<file path="src/common/rwk_pkg.sv">
package rwk_pkg;
  // register indices; byte address is four times the index
  localparam logic [7:0] IDX_PM_CONTROL_FIVE = 8'h50;
  localparam logic [7:0] IDX_RESUME_EVENT = 8'h5c;
  localparam logic [7:0] IDX_WAKE_GROUP_RING = 8'h5f;
  localparam logic [7:0] IDX_WAKE_ENABLE_LOW = 8'h6a;
  localparam logic [7:0] IDX_WAKE_CAUSE = 8'h6b;
  localparam logic [7:0] IDX_FEATURE_ONE = 8'ha0;
  localparam logic [7:0] IDX_WAKE_ENABLE_HIGH = 8'hb1;
  localparam logic [7:0] IDX_KEEPER_GROUP = 8'hd4;
  localparam logic [7:0] IDX_SUSPEND_PIN_STATE = 8'hd5;
  localparam logic [7:0] IDX_INT_STATUS = 8'he0;
  localparam logic [7:0] IDX_INT_MASK = 8'he1;
  // field positions
  localparam int PEND_BIT = 1;
  localparam int READY_BIT = 2;
  localparam int EVENT_CLR_BIT = 6;
  localparam int GROUP_EN_BIT = 5;
  localparam int RING_EN_BIT = 4;
  localparam int KEEP_EN_BIT = 6;
  localparam int CAUSE_RING = 0;
  localparam int CAUSE_GROUP = 1;
  localparam int CAUSE_PIN = 2;
  localparam int FLOAT_ERROR_PIN_DIS_BIT = 5;
  // two-bit keeper and select modes
  localparam logic [1:0] MODE_AUTO = 2'h0;
  localparam logic [1:0] MODE_ON = 2'h1;
  localparam logic [1:0] MODE_OFF = 2'h2;
  localparam logic [1:0] DACK_LOW = 2'h0;
  localparam logic [1:0] DACK_TRI = 2'h1;
  localparam logic [1:0] DACK_PATTERN = 2'h2;
  localparam logic [2:0] DACK_PATTERN_VALUE = 3'h4;
  localparam logic [7:0] RESET_BYTE = 8'h00;
  // timing: ring input sampled near 32 kHz
  localparam int CLK_HZ = 20000000;
  localparam int RING_SAMPLE_HZ = 32768;
  localparam int RING_DIV = CLK_HZ / RING_SAMPLE_HZ;

  // software-visible configuration bytes
  typedef struct packed {
    logic [7:0] group_ring;
    logic [7:0] wake_low;
    logic [7:0] wake_high;
    logic [7:0] feature_one;
    logic [7:0] keeper_group;
    logic [7:0] pin_state;
    logic [2:0] int_mask;
  } rwk_cfg_type;

  // pad controls driven toward the cpu bus pads
  typedef struct packed {
    logic addr_keep;
    logic data_keep;
    logic ctrl_keep;
    logic float_error_pin_pullup;
    logic float_error_pin_pulldown;
    logic [2:0] dack_out;
    logic [2:0] dack_oe;
    logic [2:0] dack_pulldown;
  } rwk_pads_type;
endpackage : rwk_pkg

</file>
<file path="src/rtl/rwk_top.sv">
// The APB slave port was left to the implementer.
`timescale 1ns/1ps
// Summary of operation
// - two wake-enable bytes, one bit per source
// - read-only cause byte: pin, group, ring
// - group cause set: enable reads show latched
// - latched sources held until event cleared
// - pending bit reads event still active
// - auto keepers only in hold or suspend
// - keepers on address, data, control; pull low
// - auto keeper feature needs enable bit
// - per-group mode: auto, on, off, reserved
// - float error pull-up active, pull-down suspend
// - dma ack lines follow suspend setting
// - group wakes only with global enable
// - ring transitions above count raise event
// - rising edges wake, irq8 falling edge
// - suspend pin always wakes, raises event
module rwk_top #(
  parameter logic [2:0] DACK_KEEPER_MASK = 3'h1
) (
  input wire logic clk,
  input wire logic reset_n,
  input wire logic psel,
  input wire logic penable,
  input wire logic pwrite,
  input wire logic [11:0] paddr,
  input wire logic [31:0] pwdata,
  input wire logic [3:0] pstrb,
  output logic [31:0] prdata,
  output logic pready,
  output logic pslverr,
  input wire logic [15:0] irq_lines,
  input wire logic [3:0] external_power_input,
  input wire logic ring_indicate_input,
  input wire logic suspend_resume_pin,
  input wire logic suspend_active,
  input wire logic bus_hold,
  input wire logic [2:0] dma_ack_normal,
  output logic resume_power_event,
  output logic keeper_addr_en,
  output logic keeper_data_en,
  output logic keeper_ctrl_en,
  output logic float_error_pullup_en,
  output logic float_error_pulldown_en,
  output logic [2:0] dma_ack_select_lines_out,
  output logic [2:0] dma_ack_select_lines_oe,
  output logic [2:0] dma_ack_select_lines_pulldown,
  output logic irq_out
);

  // whole module state
  typedef struct packed {
    rwk_pkg::rwk_cfg_type cfg;
    rwk_pkg::rwk_pads_type pads;
    logic [15:0] src_prev;    // last sample of wake sources
    logic [15:0] latched;     // enabled sources that fired
    logic [2:0] cause;        // resume cause bits
    logic pending;            // resume event active
    logic [2:0] int_status;   // sticky interrupt bits
    logic irq;
    logic [3:0] ring_cnt;     // saturating transition count
    logic ring_prev;
    logic [9:0] div_cnt;      // 32 kHz sample divider
    logic pin_prev;
    logic [31:0] rdata;
    logic ready;
    logic err;
  } rwk_state_type;

  rwk_state_type state;
  rwk_state_type next_state;

  // sources in register bit order: high byte, low byte
  // irq 0, 2, 6 and 13 have no enable bit and never wake
  logic [15:0] sources;
  assign sources = {external_power_input[3], external_power_input[2],
    irq_lines[15], irq_lines[14], irq_lines[12], irq_lines[11],
    irq_lines[10], irq_lines[9],
    external_power_input[1], external_power_input[0],
    irq_lines[8], irq_lines[7], irq_lines[5], irq_lines[4],
    irq_lines[3], irq_lines[1]};

  // address match on a word-aligned register index
  function automatic logic rwk_hit(input logic [11:0] addr,
                                   input logic [7:0] idx);
    // a misaligned address never matches, so it reads as unmapped
    rwk_hit = (addr[11:2] == {2'h0, idx}) && (addr[1:0] == 2'h0);
  endfunction : rwk_hit

  // keeper engage decision for one group
  function automatic logic rwk_keep(input logic [1:0] mode,
                                    input logic auto_on);
    unique case (mode)
      rwk_pkg::MODE_AUTO: rwk_keep = auto_on;
      rwk_pkg::MODE_ON: rwk_keep = 1'b1;
      rwk_pkg::MODE_OFF: rwk_keep = 1'b0;
      default: rwk_keep = 1'b0; // reserved code held off, safest
    endcase
  endfunction : rwk_keep

  // next-state logic
  always_comb begin
    logic access;
    logic wr;
    logic rd_hit;
    logic [15:0] edges;
    logic [15:0] wake_en;
    logic [15:0] fired;
    logic [2:0] new_cause;
    logic tick;
    logic ring_edge;
    logic clear_event;
    logic auto_on;
    logic [7:0] rbyte;
    access = 1'b0;
    wr = 1'b0;
    rd_hit = 1'b0;
    edges = 16'h0000;
    wake_en = 16'h0000;
    fired = 16'h0000;
    new_cause = 3'h0;
    tick = 1'b0;
    ring_edge = 1'b0;
    clear_event = 1'b0;
    auto_on = 1'b0;
    rbyte = 8'h00;
    next_state = state;

    // apb: one wait state, then answer
    // access is the second access cycle; writes land only there
    access = psel && penable && state.ready;
    next_state.ready = psel && penable && !state.ready;
    wr = access && pwrite && pstrb[0];

    // wake edges, irq8 is active on its falling edge
    // edges are taken against the previous cycle, with no filter
    edges = sources & ~state.src_prev;
    edges[5] = state.src_prev[5] & ~sources[5];
    next_state.src_prev = sources;
    wake_en = {state.cfg.wake_high, state.cfg.wake_low};
    // outside suspend a moving line is only tracked, never latched
    fired = suspend_active ? (edges & wake_en) : 16'h0000;
    // group only resumes when globally enabled
    if (state.cfg.group_ring[rwk_pkg::GROUP_EN_BIT]) begin
      new_cause[rwk_pkg::CAUSE_GROUP] = |fired;
    end

    // suspend pin asserts low, always a wake source
    new_cause[rwk_pkg::CAUSE_PIN] = suspend_active && state.pin_prev &&
      !suspend_resume_pin;
    next_state.pin_prev = suspend_resume_pin;
    // pin_prev resets high so a released reset is no false fall

    // ring sampling on the divided tick
    // the divider free-runs; tick phase is of no matter to a slow line
    tick = (state.div_cnt == 10'(rwk_pkg::RING_DIV - 1));
    next_state.div_cnt = tick ? 10'h000 : state.div_cnt + 10'h001;
    if (tick) begin
      next_state.ring_prev = ring_indicate_input;
      ring_edge = ring_indicate_input != state.ring_prev;
    end
    if (ring_edge && suspend_active && state.ring_cnt != 4'hf) begin
      next_state.ring_cnt = state.ring_cnt + 4'h1;
    end
    // event on each counted transition that leaves the count above the setting;
    // a level test would raise the event again in its clear cycle
    // a setting of 15 can never be exceeded by the saturating count
    if (state.cfg.group_ring[rwk_pkg::RING_EN_BIT] &&
        next_state.ring_cnt != state.ring_cnt &&
        next_state.ring_cnt > state.cfg.group_ring[3:0]) begin
      new_cause[rwk_pkg::CAUSE_RING] = 1'b1;
    end

    // event clear by write of one; new events win over it
    clear_event = wr && rwk_hit(paddr, rwk_pkg::IDX_RESUME_EVENT) &&
      pwdata[rwk_pkg::EVENT_CLR_BIT];
    // the ring count restarts too, so a later call counts afresh
    if (clear_event) begin
      next_state.latched = 16'h0000;
      next_state.cause = 3'h0;
      next_state.pending = 1'b0;
      next_state.ring_cnt = 4'h0;
    end
    // group latch only when the group itself counts
    if (new_cause[rwk_pkg::CAUSE_GROUP]) begin
      next_state.latched = next_state.latched | fired;
    end
    next_state.cause = next_state.cause | new_cause;
    if (|new_cause) begin
      next_state.pending = 1'b1;
    end

    // interrupt status: clear by one, set wins
    // a cause in the clearing cycle keeps its status bit set
    if (wr && rwk_hit(paddr, rwk_pkg::IDX_INT_STATUS)) begin
      next_state.int_status = state.int_status & ~pwdata[2:0];
    end
    next_state.int_status = next_state.int_status | new_cause;
    next_state.irq = |(next_state.int_status & state.cfg.int_mask);

    // register writes
    // only the low byte holds fields; pstrb[0] gates every write
    // the cause and pm control five bytes are read-only here
    if (wr) begin
      if (rwk_hit(paddr, rwk_pkg::IDX_WAKE_GROUP_RING)) begin
        next_state.cfg.group_ring = pwdata[7:0];
      end
      if (rwk_hit(paddr, rwk_pkg::IDX_WAKE_ENABLE_LOW)) begin
        next_state.cfg.wake_low = pwdata[7:0];
      end
      if (rwk_hit(paddr, rwk_pkg::IDX_WAKE_ENABLE_HIGH)) begin
        next_state.cfg.wake_high = pwdata[7:0];
      end
      if (rwk_hit(paddr, rwk_pkg::IDX_FEATURE_ONE)) begin
        next_state.cfg.feature_one = pwdata[7:0];
      end
      if (rwk_hit(paddr, rwk_pkg::IDX_KEEPER_GROUP)) begin
        next_state.cfg.keeper_group = pwdata[7:0];
      end
      if (rwk_hit(paddr, rwk_pkg::IDX_SUSPEND_PIN_STATE)) begin
        next_state.cfg.pin_state = pwdata[7:0];
      end
      if (rwk_hit(paddr, rwk_pkg::IDX_INT_MASK)) begin
        next_state.cfg.int_mask = pwdata[2:0];
      end
    end

    // read mux; enable bytes switch to latched view
    // reads have no side effects; the byte is registered into rdata
    // unmapped writes match no branch above and are dropped
    rd_hit = 1'b1;
    if (rwk_hit(paddr, rwk_pkg::IDX_PM_CONTROL_FIVE)) begin
      rbyte[rwk_pkg::PEND_BIT] = state.pending;
      rbyte[rwk_pkg::READY_BIT] = state.pending && suspend_active;
    end else if (rwk_hit(paddr, rwk_pkg::IDX_RESUME_EVENT)) begin
      // the clear bit reads back as the pending event
      rbyte[rwk_pkg::EVENT_CLR_BIT] = state.pending;
    end else if (rwk_hit(paddr, rwk_pkg::IDX_WAKE_GROUP_RING)) begin
      rbyte = state.cfg.group_ring;
    end else if (rwk_hit(paddr, rwk_pkg::IDX_WAKE_ENABLE_LOW)) begin
      rbyte = state.cause[rwk_pkg::CAUSE_GROUP] ? state.latched[7:0] :
        state.cfg.wake_low;
    end else if (rwk_hit(paddr, rwk_pkg::IDX_WAKE_CAUSE)) begin
      rbyte = {5'h00, state.cause};
    end else if (rwk_hit(paddr, rwk_pkg::IDX_FEATURE_ONE)) begin
      rbyte = state.cfg.feature_one;
    end else if (rwk_hit(paddr, rwk_pkg::IDX_WAKE_ENABLE_HIGH)) begin
      rbyte = state.cause[rwk_pkg::CAUSE_GROUP] ? state.latched[15:8] :
        state.cfg.wake_high;
    end else if (rwk_hit(paddr, rwk_pkg::IDX_KEEPER_GROUP)) begin
      rbyte = state.cfg.keeper_group;
    end else if (rwk_hit(paddr, rwk_pkg::IDX_SUSPEND_PIN_STATE)) begin
      rbyte = state.cfg.pin_state;
    end else if (rwk_hit(paddr, rwk_pkg::IDX_INT_STATUS)) begin
      rbyte = {5'h00, state.int_status};
    end else if (rwk_hit(paddr, rwk_pkg::IDX_INT_MASK)) begin
      rbyte = {5'h00, state.cfg.int_mask};
    end else begin
      rd_hit = 1'b0; // unmapped: error, reads zero
    end
    next_state.rdata = 32'h00000000;
    next_state.err = 1'b0;
    if (psel && penable && !state.ready) begin
      next_state.rdata = pwrite ? 32'h00000000 : {24'h000000, rbyte};
      next_state.err = !rd_hit;
    end

    // keepers: auto only with feature on, in hold or suspend
    // forced modes 01 and 10 ignore the feature bit on purpose
    // forced on may cost less than auto when the bus floats for long
    auto_on = state.cfg.feature_one[rwk_pkg::KEEP_EN_BIT] &&
      (bus_hold || suspend_active);
    next_state.pads.addr_keep =
      rwk_keep(state.cfg.keeper_group[7:6], auto_on);
    next_state.pads.data_keep =
      rwk_keep(state.cfg.keeper_group[5:4], auto_on);
    next_state.pads.ctrl_keep =
      rwk_keep(state.cfg.keeper_group[3:2], auto_on);

    // float error pin pulls follow the keeper feature
    // only the pull-up has a disable bit; the pull-down has none
    next_state.pads.float_error_pin_pullup =
      state.cfg.feature_one[rwk_pkg::KEEP_EN_BIT] && !suspend_active &&
      !state.cfg.pin_state[rwk_pkg::FLOAT_ERROR_PIN_DIS_BIT];
    next_state.pads.float_error_pin_pulldown =
      state.cfg.feature_one[rwk_pkg::KEEP_EN_BIT] &&
      suspend_active;

    // dma ack lines: normal function unless suspended
    // DACK_KEEPER_MASK lists the lines that own a pull-down
    next_state.pads.dack_out = dma_ack_normal;
    next_state.pads.dack_oe = 3'h7;
    next_state.pads.dack_pulldown = 3'h0;
    if (suspend_active) begin
      unique case (state.cfg.pin_state[7:6])
        rwk_pkg::DACK_LOW: begin
          next_state.pads.dack_out = 3'h0;
          next_state.pads.dack_oe = ~DACK_KEEPER_MASK;
          next_state.pads.dack_pulldown = DACK_KEEPER_MASK;
        end
        rwk_pkg::DACK_TRI: begin
          next_state.pads.dack_oe = 3'h0;
        end
        rwk_pkg::DACK_PATTERN: begin
          next_state.pads.dack_out = rwk_pkg::DACK_PATTERN_VALUE;
        end
        default: begin
          // reserved code floats the lines rather than guess
          next_state.pads.dack_oe = 3'h0;
        end
      endcase
    end
  end

  // state register; every field a constant at reset
  // src_prev resets low while irq8 idles high; only its fall counts,
  // and a rising edge seen at release only counts in suspend
  always_ff @(posedge clk or negedge reset_n) begin
    if (!reset_n) begin
      state <= '0;
      state.pin_prev <= 1'b1;
      state.pads.dack_oe <= 3'h7;
    end else begin
      state <= next_state;
    end
  end

  // outputs straight from the state flops
  // pad controls lag their inputs by one clock through these flops
  assign prdata = state.rdata;
  assign pready = state.ready;
  // err is set in the same cycle as ready, so the flop stands alone
  assign pslverr = state.err;
  assign resume_power_event = state.pending;
  assign keeper_addr_en = state.pads.addr_keep;
  assign keeper_data_en = state.pads.data_keep;
  assign keeper_ctrl_en = state.pads.ctrl_keep;
  assign float_error_pullup_en = state.pads.float_error_pin_pullup;
  assign float_error_pulldown_en = state.pads.float_error_pin_pulldown;
  assign dma_ack_select_lines_out = state.pads.dack_out;
  assign dma_ack_select_lines_oe = state.pads.dack_oe;
  assign dma_ack_select_lines_pulldown = state.pads.dack_pulldown;
  assign irq_out = state.irq;

endmodule : rwk_top

</file>
<file path="config.mk">
export PLATFORM = sky130hd
export DESIGN_NAME = rwk_top
export DESIGN_NICKNAME = d
export VERILOG_FILES = /design/src/common/rwk_pkg.sv /design/src/rtl/rwk_top.sv
export SDC_FILE = /design/constraint.sdc
export NUM_CORES = 1
export LEC_CHECK = 0
export BUFFER_PORTS_ARGS = -buffer_cell sky130_fd_sc_hd__buf_2
export CAP_MARGIN = 20
export CELL_PAD_IN_SITES_DETAIL_PLACEMENT = 1
export CELL_PAD_IN_SITES_GLOBAL_PLACEMENT = 1
export CORE_ASPECT_RATIO = 0.5
export CORE_MARGIN = 2
export CORE_UTILIZATION = 46
export CTS_CLUSTER_SIZE = 12
export DETAILED_ROUTE_END_ITERATION = 8
export GPL_TIMING_DRIVEN = 0
export PLACE_DENSITY_LB_ADDON = 0.1
export SLEW_MARGIN = 40
export SYNTH_ARGS = -nofsm -noshare
export SYNTH_HDL_FRONTEND = slang
export SYNTH_SLANG_ARGS = --single-unit
</file>
<file path="constraint.sdc">
create_clock -name clk -period 6.9 [get_ports clk]
set_clock_uncertainty 0.2 [all_clocks]
set_input_delay 0 -clock clk [delete_from_list [all_inputs] [get_ports clk]]
set_output_delay 0 -clock clk [all_outputs]
set_load 0.01 [all_outputs]
</file>
### After elaboration in Yosys (flattened, before gate mapping)

Cells that the tools add are included.
Widths: inputs -> output; s select.

| storage, ports and cells | value |
|---|---|
| logic and storage cells | 162 |
| input bits | 80 |
| register bits after elaboration | 155 |
| output and inout port bits | 50 |

| operators by class | value |
|---|---|
| reduce and logical (&&, ||, !) cells | 52 |
| add/sub/neg operators | 2 |
| magnitude comparators | 1 |
| equality and inequality tests | 19 |
| bitwise gates (word level) | 11 |
| multiplexer cells | 49 |

Operator list:

| kind | count |
|---|---|
| $mux 8 | 12 |
| $eq 10x8->1 const B | 6 |
| $eq 10x7->1 const B | 5 |
| $and 16x16->16 | 2 |
| $mux 16 | 2 |
| $logic_and 1x1->1 | 30 |
| $mux 1 | 20 |
| $mux 20 | 1 |
| $not 16->16 | 1 |
| $or 16x16->16 | 1 |
| $reduce_or 16->1 | 1 |
| $reduce_and 2->1 | 7 |
| $pmux 3 s2 | 2 |
| $add 10x1->10 const B | 1 |
| $eq 10x10->1 const B | 1 |
| $logic_not 2->1 | 5 |
| $mux 10 | 1 |
| $mux 9 | 1 |
| $mux 4 | 2 |
| $and 3x3->3 | 2 |
| $eq 2x1->1 const B | 3 |
| $mux 3 | 2 |
| $mux 6 | 1 |
| $or 3x3->3 | 2 |
| 16 further kinds | 23 |

### Logic depth before layout (Yosys ltp)

Gate-level depths: netlist of run 1.

| logic depth | value |
|---|---|
| depth in word-level cells | 15 |
| mapped depth | 12 |
| depth with buffers taken out | 12 |

### Worst setup path before layout of run 1

No wires, ideal clock.

| path | value |
|---|---|
| path type | register to register |
| start | register state[38] (netlist bit) |
| end | register state, in the netlist irq_out |
| path slack | 3.755 ns |
| data arrival time | 2.819 ns |
| path buffers | 0 |
| cell stages (with the launch flop) | 10 |
| period minus slack after synthesis | 3.145 ns |
| data required time | 6.574 ns |
| setup time | 0.126 ns |
| cell sequence | dfrtp_1 -> or3_1 -> or4_1 -> nor2_1 -> mux2_2 -> ha_1 -> nand4_1 -> and3_1 -> a31o_1 -> a221o_1 |

RTL lines:

| item | line | text |
|---|---|---|
| start: declaration | rwk_top.sv:71 | `rwk_state_type state;` |
| start signal: assignment | rwk_top.sv:325 | `state <= next_state;` |

==> flow_summary.json, run 1 <==
{
  "antenna_found_initial": 0,
  "die_area_sq_um": 14680,
  "fin_util_pct": 60.66,
  "synthToLayoutAreaGrowth_pct": 29.65,
  "netlist_top_cells_area": "dfrtp_1 (50%), mux2_2 (10%), buf_4 (4.9%)",
  "rsz0062_at_grt": "false",
  "numPortBuffers": 69,
  "dr.pass1.iters": 4,
  "post_cts_buffers": 0,
  "ys_seq_elements": 128,
  "finalWeightedCongestion": 0.8718,
  "htree_levels": 4,
  "final-seq-area_sq_um": 3207,
  "crit_fanout": 4,
  "hpwl_um": 13110,
  "syn_area_sq_um": 6287,
  "drive_gt1_share_pct": 31.08,
  "power_density_nw_per_um2": 230.8,
  "vias": 5122,
  "drc": 0,
  "yosys.area.top_type": "dfrtp_1",
  "groute.usage.overall_pct": 28.46,
  "rrSetupSlack_ns": 3.28,
  "grt_pass1_vias": 5473,
  "antenna_cells": 0,
  "fin_crit_ns": 3.624,
  "grt_pass1_wl_um": 31040,
  "finalSetupViolations": 0,
  "crit_path_end_kind": "register",
  "vdd.ir_drop.worst_uv": 124.6,
  "synth.distinct_cells": 67,
  "cp-start-kind": "register",
  "relSlewSlack_pct": 43.74,
  "postSynthCellCount": 566,
  "die_width_um": 169.3,
  "ys_seq_area_share_pct": 51.00,
  "num_rows": 30,
  "coreArea_sq_um": 13440,
  "overflow": 0,
  "power.leakage_nw": 3.803,
  "clk_path_buf_depth": 2,
  "initial_core_util_pct": 46.79,
  "clkLatencyLatePin_ns": 0.42,
  "cts.sinks": 128,
  "wl_per_cell_um": 21.58,
  "die_y_um": 86.67,
  "cp.arrival_ns": 3.72,
  "yosys_warnings": 0,
  "numCtsBuffers": 17,
  "layout_setup_ws_ns": 3.276,
  "ant_nets": 0,
  "slew_violations": 0,
  "synth_ff_type": "dfrtp_1",
  "nNetsFinal": 814,
  "initialDrtViolationCount": 480,
  "dp_slack_ns": 3.403,
  "nFillCells": 1462,
  "max_cap_viol_count": 0,
  "synth-async-reset-ratio_pct": 100.0,
  "clkTransAtPathRegs_ns": 0.06,
  "synth_edf_count": 0,
  "critPathKind": "reg2reg",
  "finalHoldViolCount": 0,
  "fmax_ghz": 0.2760,
  "cts-resized-gates": 0,
  "multi_input_area_sq_um": 2778,
  "finalSetupTns_ns": 0,
  "yosys.area.top_type_share_pct": 49.75,
  "cts.root.buffer_cell": "clkbuf_16",
  "hp-class": "in2reg",
  "avgViaCountPerCell": 5.592,
  "cts_tree": "yes",
  "status": "complete, no violations",
  "synth_area_per_cell_sq_um": 11.11,
  "worst_slew_pin_slew_ns": 0.8439,
  "drt-total-wl_um": 19760,
  "crit_required_ns": 7.00,
  "finalCritPeriodShare_pct": 52.52,
  "grt_max_degree": 68,
  "pin_count": 130
}
## stage by stage
step | cell area, sq um | cells | hold slack (ns) | power [mW]
finish | 8152 | 916 | 0.01546 | 1.882
global route | 8152 | 916 | 0.03771 | 1.936
CTS | 8137 | 916 | 0.001363 | 1.887
detailed placement | 6997 | 837 | -0.2296 | 0.8741
global placement | 6947 | 836 | -0.08484 | 0.8692
floorplan | 6381 | 591 | -0.4956 | 0.8189
## cell usage after synthesis, types with 6 or more instances
cell / instances
mux2i_1: 16
and2_1: 9
ha_1: 7
clkbuf_1: 8
o221ai_1: 6
nor2b_1: 6
buf_2: 9
o21ai_0: 33
xnor2_1: 6
nand2_1: 51
nor2_1: 36
nand3_1: 19
nand4b_1: 16
mux2_2: 57
buf_4: 41
nand4_1: 16
a21oi_1: 11
inv_1: 10
nor3_1: 6
dfrtp_1: 125
## repair_timing
| item | 4_1_cts | 5_1_grt |
|---|---|---|
| hold endpoints to repair | 230 | 0 |
| hold buffers | 47 | 0 |
| endpoints found under the setup margin | 0 | 0 |
## routing by layer
metal | vias up | wire length [um] | global-route usage [%]
li1 | 2299 | - | -
met2 | 186 | 8869 | 45.68
met5 | - | 0 | 0
met4 | 0 | 254 | 7.848
met3 | 29 | 1443 | 6.256
met1 | 2608 | 9197 | 39.48
## final cells by class
type / count / share of cell area, %
Buffer: 59 / 4.743
Timing Repair Buffer: 117 / 10.68
Tap cell: 176 / 2.701
Inverter: 10 / 0.4605
Clock buffer: 19 / 5.556
Clock inverter: 13 / 2.441
Sequential cell: 128 / 39.34
Multi-Input combinational cell: 394 / 34.08
## placed cells by master (no fill, tap or decap), drive strengths merged, types with 20 or more instances in the layout
cell,Yosys,final
dfrtp,125,125
buf,51,122
mux2,57,57
nand2,52,52
dlygate4sd3,0,46
nor2,40,40
o21ai,33,33
clkbuf,8,27
conb,1,26
nand3,20,20
## cell families after synthesis
family	after synthesis	share of synthesized area [%]
adders and majority gates	7	1.393
and+or+nand+nor	192	17.06
DFF	128	51.01
buffers and inverters	69	6.746
AOI/OAI and AO/OA	85	9.453
other	1	0.05964
xor gates and xnor gates	11	1.532
muxes	73	12.76
## state kept, by name (all words and copies together), names as in the netlist, 2 cells and up
name / count
state: 105
prdata: 8
dma_ack_select_lines_out: 3
dma_ack_select_lines_oe: 2
## report_power, final
| part | switching, mW | internal (mW) |
|---|---|---|
| Sequential | 0.00252 | 0.759 |
| Combinational | 0.0699 | 0.0518 |
| Clock | 0.365 | 0.633 |
| Total | 0.437 | 1.44 |
## final timing paths
| kind | from | cells after the start | end |
|---|---|---|---|
| min in group asynchronous | reset_n | 3 | dma_ack_select_lines_oe[0]$_DFF_PN1_ |
| hold / removal | paddr[11] | 6 | prdata[7]$_DFF_PN0_ |
| hold reg to reg | state[120]$_DFFE_PN0P_ | 1 | keeper_data_en$_DFF_PN0_ |
| setup / recovery | state[36]$_DFF_PN0_ | 11 | irq_out$_DFF_PN0_ |
| setup reg to reg | state[36]$_DFF_PN0_ | 11 | irq_out$_DFF_PN0_ |
| max in group asynchronous | reset_n | 4 | state[34]$_DFF_PN1_ |
## critical path, stage by stage (launching register included)
cell and delay, ns:
dfrtp_1 0.41, inv_1 0.07, ha_1 0.15, nand4_1 0.16
or4_1 0.60, nor2_1 0.37, mux2_2 0.41, ha_1 0.30
nand4_1 0.12, and3_1 0.20, a31o_1 0.25, a221o_1 0.26
Note: power is estimated with default switching activity, not from simulation.
==> run 2, diff against run 1 <==
--- a/config.mk
+++ b/config.mk
@@ -11,7 +11,7 @@
 export CELL_PAD_IN_SITES_GLOBAL_PLACEMENT = 1
 export CORE_ASPECT_RATIO = 0.5
 export CORE_MARGIN = 2
-export CORE_UTILIZATION = 46
+export CORE_UTILIZATION = 43
 export CTS_CLUSTER_SIZE = 12
 export DETAILED_ROUTE_END_ITERATION = 8
 export GPL_TIMING_DRIVEN = 0
==> constraint.sdc (replaced) <==
create_clock -name clk -period 3.7 [get_ports clk]
set_clock_uncertainty 0.2 [all_clocks]
set_input_delay 0 -clock clk [delete_from_list [all_inputs] [get_ports clk]]
set_output_delay 0 -clock clk [all_outputs]
set_load 0.01 [all_outputs]
==> run 2 against run 1 <==
  * Utilization fell by 4.2 points
  * Critical path depth fell by 2
  * Fmax rose by 2.8%
  * Die area rose by 6.7%
  * Combinational power rose by 88%
  * Non-clock buffer count did not move
  * Largest power group unchanged
  * Clock power rose by 70%
  * Setup slack got worse by 3.1 ns
==> flow_summary.json, run 2 (synthesized netlist as in run 1, its figures left out) <==
{
  "num_rows": 31,
  "final_cell_mix": "dfrtp_1 (125), buf_2 (77), mux2_2 (57)",
  "nFillCells": 1576,
  "finalCritPeriodShare_pct": 95.28,
  "numCtsBuffers": 17,
  "avgViaCountPerCell": 5.434,
  "total_power_mw": 3.352,
  "finalSetupTns_ns": 0,
  "finalWeightedCongestion": 0.8320,
  "slowest_stage": "or4_1",
  "ant_nets": 0,
  "groute.usage.overall_pct": 26.37,
  "worst_slew_pin_slew_ns": 0.8778,
  "dp_slack_ns": 0.1662,
  "clkLatencyLatePin_ns": 0.42,
  "clkTransAtPathRegs_ns": 0.06,
  "finalHoldViolCount": 0,
  "cts.sinks": 128,
  "critPathKind": "reg2reg",
  "layout_setup_ws_ns": 0.1747,
  "synthToLayoutAreaGrowth_pct": 29.19,
  "finalSetupViolations": 0,
  "p_comb_share_pct": 6.8,
  "antenna_cells": 0,
  "dp_cells": 859,
  "clk_path_buf_depth": 2,
  "crit_path_end_kind": "register",
  "place_area_sq_um": 7024,
  "cpPeakStageDelay_ns": 0.53,
  "vias": 5097,
  "hold_slack_ns": 0.03271,
  "initial_core_util_pct": 43.69,
  "vdd.ir_drop.worst_uv": 185.3,
  "overflow": 0,
  "fin_area_sq_um": 8123,
  "wl_per_cell_um": 20.74,
  "fin_crit_ns": 3.525,
  "cp.arrival_ns": 3.63,
  "max_cap_viol_count": 0,
  "die_width_um": 175.0,
  "relSlewSlack_pct": 41.03,
  "numPortBuffers": 69,
  "status": "complete, no violations",
  "cp-start-kind": "register",
  "slew_violations": 0,
  "initialDrtViolationCount": 405,
  "final_cells": 938,
  "die_area_sq_um": 15660,
  "power.leakage_nw": 3.798,
  "switching_share_pct": 23.61,
  "post_cts_buffers": 0,
  "p_sw_mw": 0.7914,
  "power_frac_clock_pct": 50.8,
  "coreArea_sq_um": 14390,
  "power_density_nw_per_um2": 412.7,
  "grt_max_degree": 75,
  "largest_reg_flops": 105,
  "final_common_cell": "dfrtp_1",
  "die_y_um": 89.51,
  "cts.root.buffer_cell": "clkbuf_16",
  "grt_pass1_vias": 5307,
  "cts_tree": "yes",
  "dr.pass1.iters": 4,
  "drt-total-wl_um": 19460,
  "intPower_mw": 2.561,
  "fmax_ghz": 0.2837,
  "rsz0062_at_grt": "false",
  "drive_gt1_share_pct": 31.49,
  "seq_power_share_pct": 42.4,
  "antenna_found_initial": 0,
  "grt_pass1_wl_um": 30530,
  "drc": 0,
  "htree_levels": 4,
  "crit_chain": "or3_1, or4_1, nor2_2, mux2_2, ha_1, nand4_1, and3_1, a31o_1, a221o_1",
  "nNetsFinal": 814,
  "crit_required_ns": 3.80,
  "hpwl_um": 13340,
  "crit_fanout": 4,
  "hp-class": "in2reg",
  "max_flop_register": "state",
  "pin_count": 130,
  "fin_util_pct": 56.45
}
==> run 2: changes by cell type in the layout (fill, tap and decap cells not counted), moves of 2 or more <==
cell,delta
bufinv_16,-2
clkbuf_2,+2
inv_6,-4
clkinv_4,+2
clkinv_2,+3
==> run 2: layer usage <==
layer / wire length [um] / global-route usage, % / up-vias
met3: 1320 / 6.037 / 21
met2: 8438 / 40.21 / 165
met5: 0 / 0 / -
li1: - / - / 2315
met1: 9476 / 37.97 / 2596
met4: 221 / 7.424 / 0
==> run 2: final cells by class <==
type | count | area, sq um | share of cell area [%]
inverters | 10 | 37.54 | 0.4621
well taps | 198 | 247.7 | 3.050
clock inverters | 12 | 132.6 | 1.633
clock buffers | 20 | 466.7 | 5.746
multi-input cells | 394 | 2771 | 34.12
plain buffers | 59 | 389.1 | 4.791
flip-flops and latches | 128 | 3207 | 39.48
repair buffers | 117 | 870.8 | 10.72
==> run 2: path summary, 6_finish.rpt <==
path                                        start                       end  slack [ns]  cells after the start
max in group asynchronous                 reset_n       state[34]$_DFF_PN1_        2.36                      4
max reg2reg                   state[38]$_DFF_PN0_         irq_out$_DFF_PN0_        0.17                      9
min                                  irq_lines[3]       state[75]$_DFF_PN0_        0.03                      2
min reg2reg                state[122]$_DFFE_PN0P_  keeper_addr_en$_DFF_PN0_        0.25                      1
min in group asynchronous                 reset_n       state[56]$_DFF_PN0_        0.54                      4
max                           state[38]$_DFF_PN0_         irq_out$_DFF_PN0_        0.17                      9
==> run 2: repair_timing <==
action | 4_1_cts | 5_1_grt
gates resized for setup | 0 | 3
hold buffers | 47 | 0
setup endpoints to repair | 0 | 1
endpoints found under the hold margin | 228 | 0
==> run 2: critical path: cells and delay by family, from the launching register on <==
kind,cells,cell delay (ns)
muxes,1,0.39
adders and majority gates,1,0.31
DFF,1,0.42
AOI/OAI and AO/OA,2,0.51
and+or+nand+nor,5,1.56
==> run 2: power by group through the flow <==
stage / Combinational [mW] / Clock, mW / Sequential [mW]
after detailed placement: 0.185 / 0 / 1.45
after floorplan: 0.0806 / 0 / 1.45
after CTS: 0.226 / 1.73 / 1.42
final: 0.229 / 1.70 / 1.42
after global placement: 0.178 / 0 / 1.44
after global routing: 0.250 / 1.79 / 1.42
==> run 3, diff against run 2 <==
--- a/config.mk
+++ b/config.mk
@@ -16,6 +16,7 @@
 export DETAILED_ROUTE_END_ITERATION = 8
 export GPL_TIMING_DRIVEN = 0
 export PLACE_DENSITY_LB_ADDON = 0.1
+export RECOVER_POWER = 100
 export SLEW_MARGIN = 40
 export SYNTH_ARGS = -nofsm -noshare
 export SYNTH_HDL_FRONTEND = slang
==> run 3 against run 2 <==
  * The flow now finishes with violations (capacitance limit, slew limit)
  * Cell area is 2.2% lower
  * Sequential share of layout area increased by 0.87 points
  * Die area unchanged
  * Total power shrank 0.41%
  * Clock power hardly changed
  * Global-route usage is the same
  * Fmax hardly changed
  * First-iteration DRC count is 1.7% lower
  * Largest cell class unchanged
  * Sequential cell count unchanged
  * Utilization down 1.2 points
  * Final cell count unchanged
==> flow_summary.json, run 3 (synthesized netlist as in run 1, its figures left out) <==
{
  "status": "finished with violations",
  "violations": "capacitance limit, slew limit",
  "crit_path_end_kind": "register",
  "dr.pass1.iters": 5,
  "vias": 5128,
  "slew_violations": 75,
  "cts_tree": "yes",
  "clkTransAtPathRegs_ns": 0.06,
  "initialDrtViolationCount": 398,
  "coreArea_sq_um": 14390,
  "max_flop_register": "state",
  "largest_reg_flops": 105,
  "grt_max_degree": 75,
  "rrSetupSlack_ns": 0.21,
  "num_rows": 31,
  "finalCritPeriodShare_pct": 95.31,
  "crit_fanout": 10,
  "p_comb_share_pct": 6.4,
  "die_area_sq_um": 15660,
  "seq_power_share_pct": 42.5,
  "crit_required_ns": 3.85,
  "nFillCells": 1606,
  "final_cell_mix": "dfrtp_1 (125), mux2_2 (56), nand2_1 (52)",
  "drt-total-wl_um": 19630,
  "synthToLayoutAreaGrowth_pct": 26.41,
  "fin_crit_ns": 3.526,
  "finalHoldViolCount": 0,
  "antenna_found_initial": 0,
  "finalSetupViolations": 0,
  "cp-start-kind": "input pin",
  "antenna_cells": 0,
  "hold_end": "prdata[6]$_DFF_PN0_",
  "r2r-end": "irq_out$_DFF_PN0_",
  "hold_depth": 4,
  "power_density_nw_per_um2": 420.1,
  "avgViaCountPerCell": 5.467,
  "cts.root.buffer_cell": "clkbuf_16",
  "nNetsFinal": 814,
  "clk_path_buf_depth": 2,
  "drc": 0,
  "critPathKind": "in2reg",
  "initial_core_util_pct": 43.69,
  "fmax_ghz": 0.2836,
  "max_cap_viol_count": 1,
  "clkLatencyLatePin_ns": 0.42,
  "finalSetupTns_ns": 0,
  "pin_count": 130,
  "power_frac_clock_pct": 51.1,
  "htree_levels": 4,
  "hp-class": "in2reg",
  "groute.usage.overall_pct": 26.37,
  "rsz0062_at_grt": "false",
  "grt_pass1_vias": 5307,
  "vdd.ir_drop.worst_uv": 185.5,
  "final_common_cell": "dfrtp_1",
  "numCtsBuffers": 17,
  "drive_gt1_share_pct": 24.32,
  "cts.sinks": 128,
  "p_sw_mw": 0.7893,
  "worst_slew_pin_slew_ns": 1.858,
  "hold_start": "paddr[3]",
  "relSlewSlack_pct": -23.87,
  "finalWeightedCongestion": 0.8320,
  "overflow": 0,
  "fin_area_sq_um": 7948,
  "wl_per_cell_um": 20.93,
  "place_area_sq_um": 7024,
  "ant_nets": 0,
  "numPortBuffers": 69,
  "layout_setup_ws_ns": 0.1736,
  "die_width_um": 175.0,
  "switching_share_pct": 23.64,
  "r2r_start": "state[38]$_DFF_PN0_",
  "rr_worst_depth": 9,
  "die_y_um": 89.51,
  "grt_pass1_wl_um": 30530,
  "intPower_mw": 2.549,
  "total_power_mw": 3.339,
  "power.leakage_nw": 3.607,
  "dp_slack_ns": 0.1662,
  "cp.arrival_ns": 3.68,
  "hpwl_um": 13340
}
[run 3: power groups by stage]
stage	clock (mW)	combinational (mW)	sequential (mW)
after floorplan	0	0.0806	1.45
after global routing	1.79	0.234	1.42
after CTS	1.73	0.226	1.42
after global placement	0	0.178	1.44
final	1.70	0.214	1.42
after detailed placement	0	0.185	1.45
[run 3: cell type report]
| type | count | area (sq um) | share of cell area (%) |
|---|---|---|---|
| Sequential cell | 128 | 3207 | 40.35 |
| Clock inverter | 12 | 132.6 | 1.669 |
| Timing Repair Buffer | 117 | 763.2 | 9.603 |
| Clock buffer | 20 | 466.7 | 5.872 |
| Inverter | 10 | 37.54 | 0.4723 |
| Buffer | 59 | 386.6 | 4.865 |
| Tap cell | 198 | 247.7 | 3.117 |
| Multi-Input combinational cell | 394 | 2706 | 34.05 |
[run 3: critical path, stage by stage]
cell,delay (ns)
dlygate4sd3_1,0.54
clkbuf_1,0.11
clkbuf_1,0.21
nor4_1,0.97
nand4_1,0.48
clkbuf_1,0.37
nor2_1,0.16
a211o_1,0.12
o311a_1,0.16
dlygate4sd3_1,0.56
[run 3: metal layers]
metal / track usage [%] / routed length (um)
met3: 6.037 / 1624
met5: 0 / 0
met4: 7.424 / 259
met1: 37.97 / 9077
met2: 40.21 / 8665
[run 3: what timing repair did]
action	CTS	global route
endpoints found under the hold margin	228	0
setup endpoints to repair	0	1
buffers inserted	0	0
resized for setup	0	3
hold buffers	47	0
[run 3: worst max path at each step]
stage | depth (start not counted) | slack [ns] | end | startpoint
floorplan | 9 | 0.55 | irq_out$_DFF_PN0_ | state[38]$_DFF_PN0_
global placement | 11 | 0.28 | irq_out$_DFF_PN0_ | state[36]$_DFF_PN0_
detailed placement | 11 | 0.17 | irq_out$_DFF_PN0_ | state[36]$_DFF_PN0_
CTS | 11 | 0.10 | irq_out$_DFF_PN0_ | state[36]$_DFF_PN0_
global route | 11 | 0.05 | irq_out$_DFF_PN0_ | state[36]$_DFF_PN0_
finish | 10 | 0.17 | prdata[2]$_DFF_PN0_ | paddr[4]
[run 3: stage by stage]
stage	util (%)	std cells	hold WS (ns)
2_1_floorplan	-	591	-0.4956
3_3_place_gp	48.47	858	-0.08476
3_5_place_dp	48.81	859	-0.2439
4_1_cts	56.37	938	0.01890
5_1_grt	55.23	938	0.04029
6_report	55.23	938	0.01837
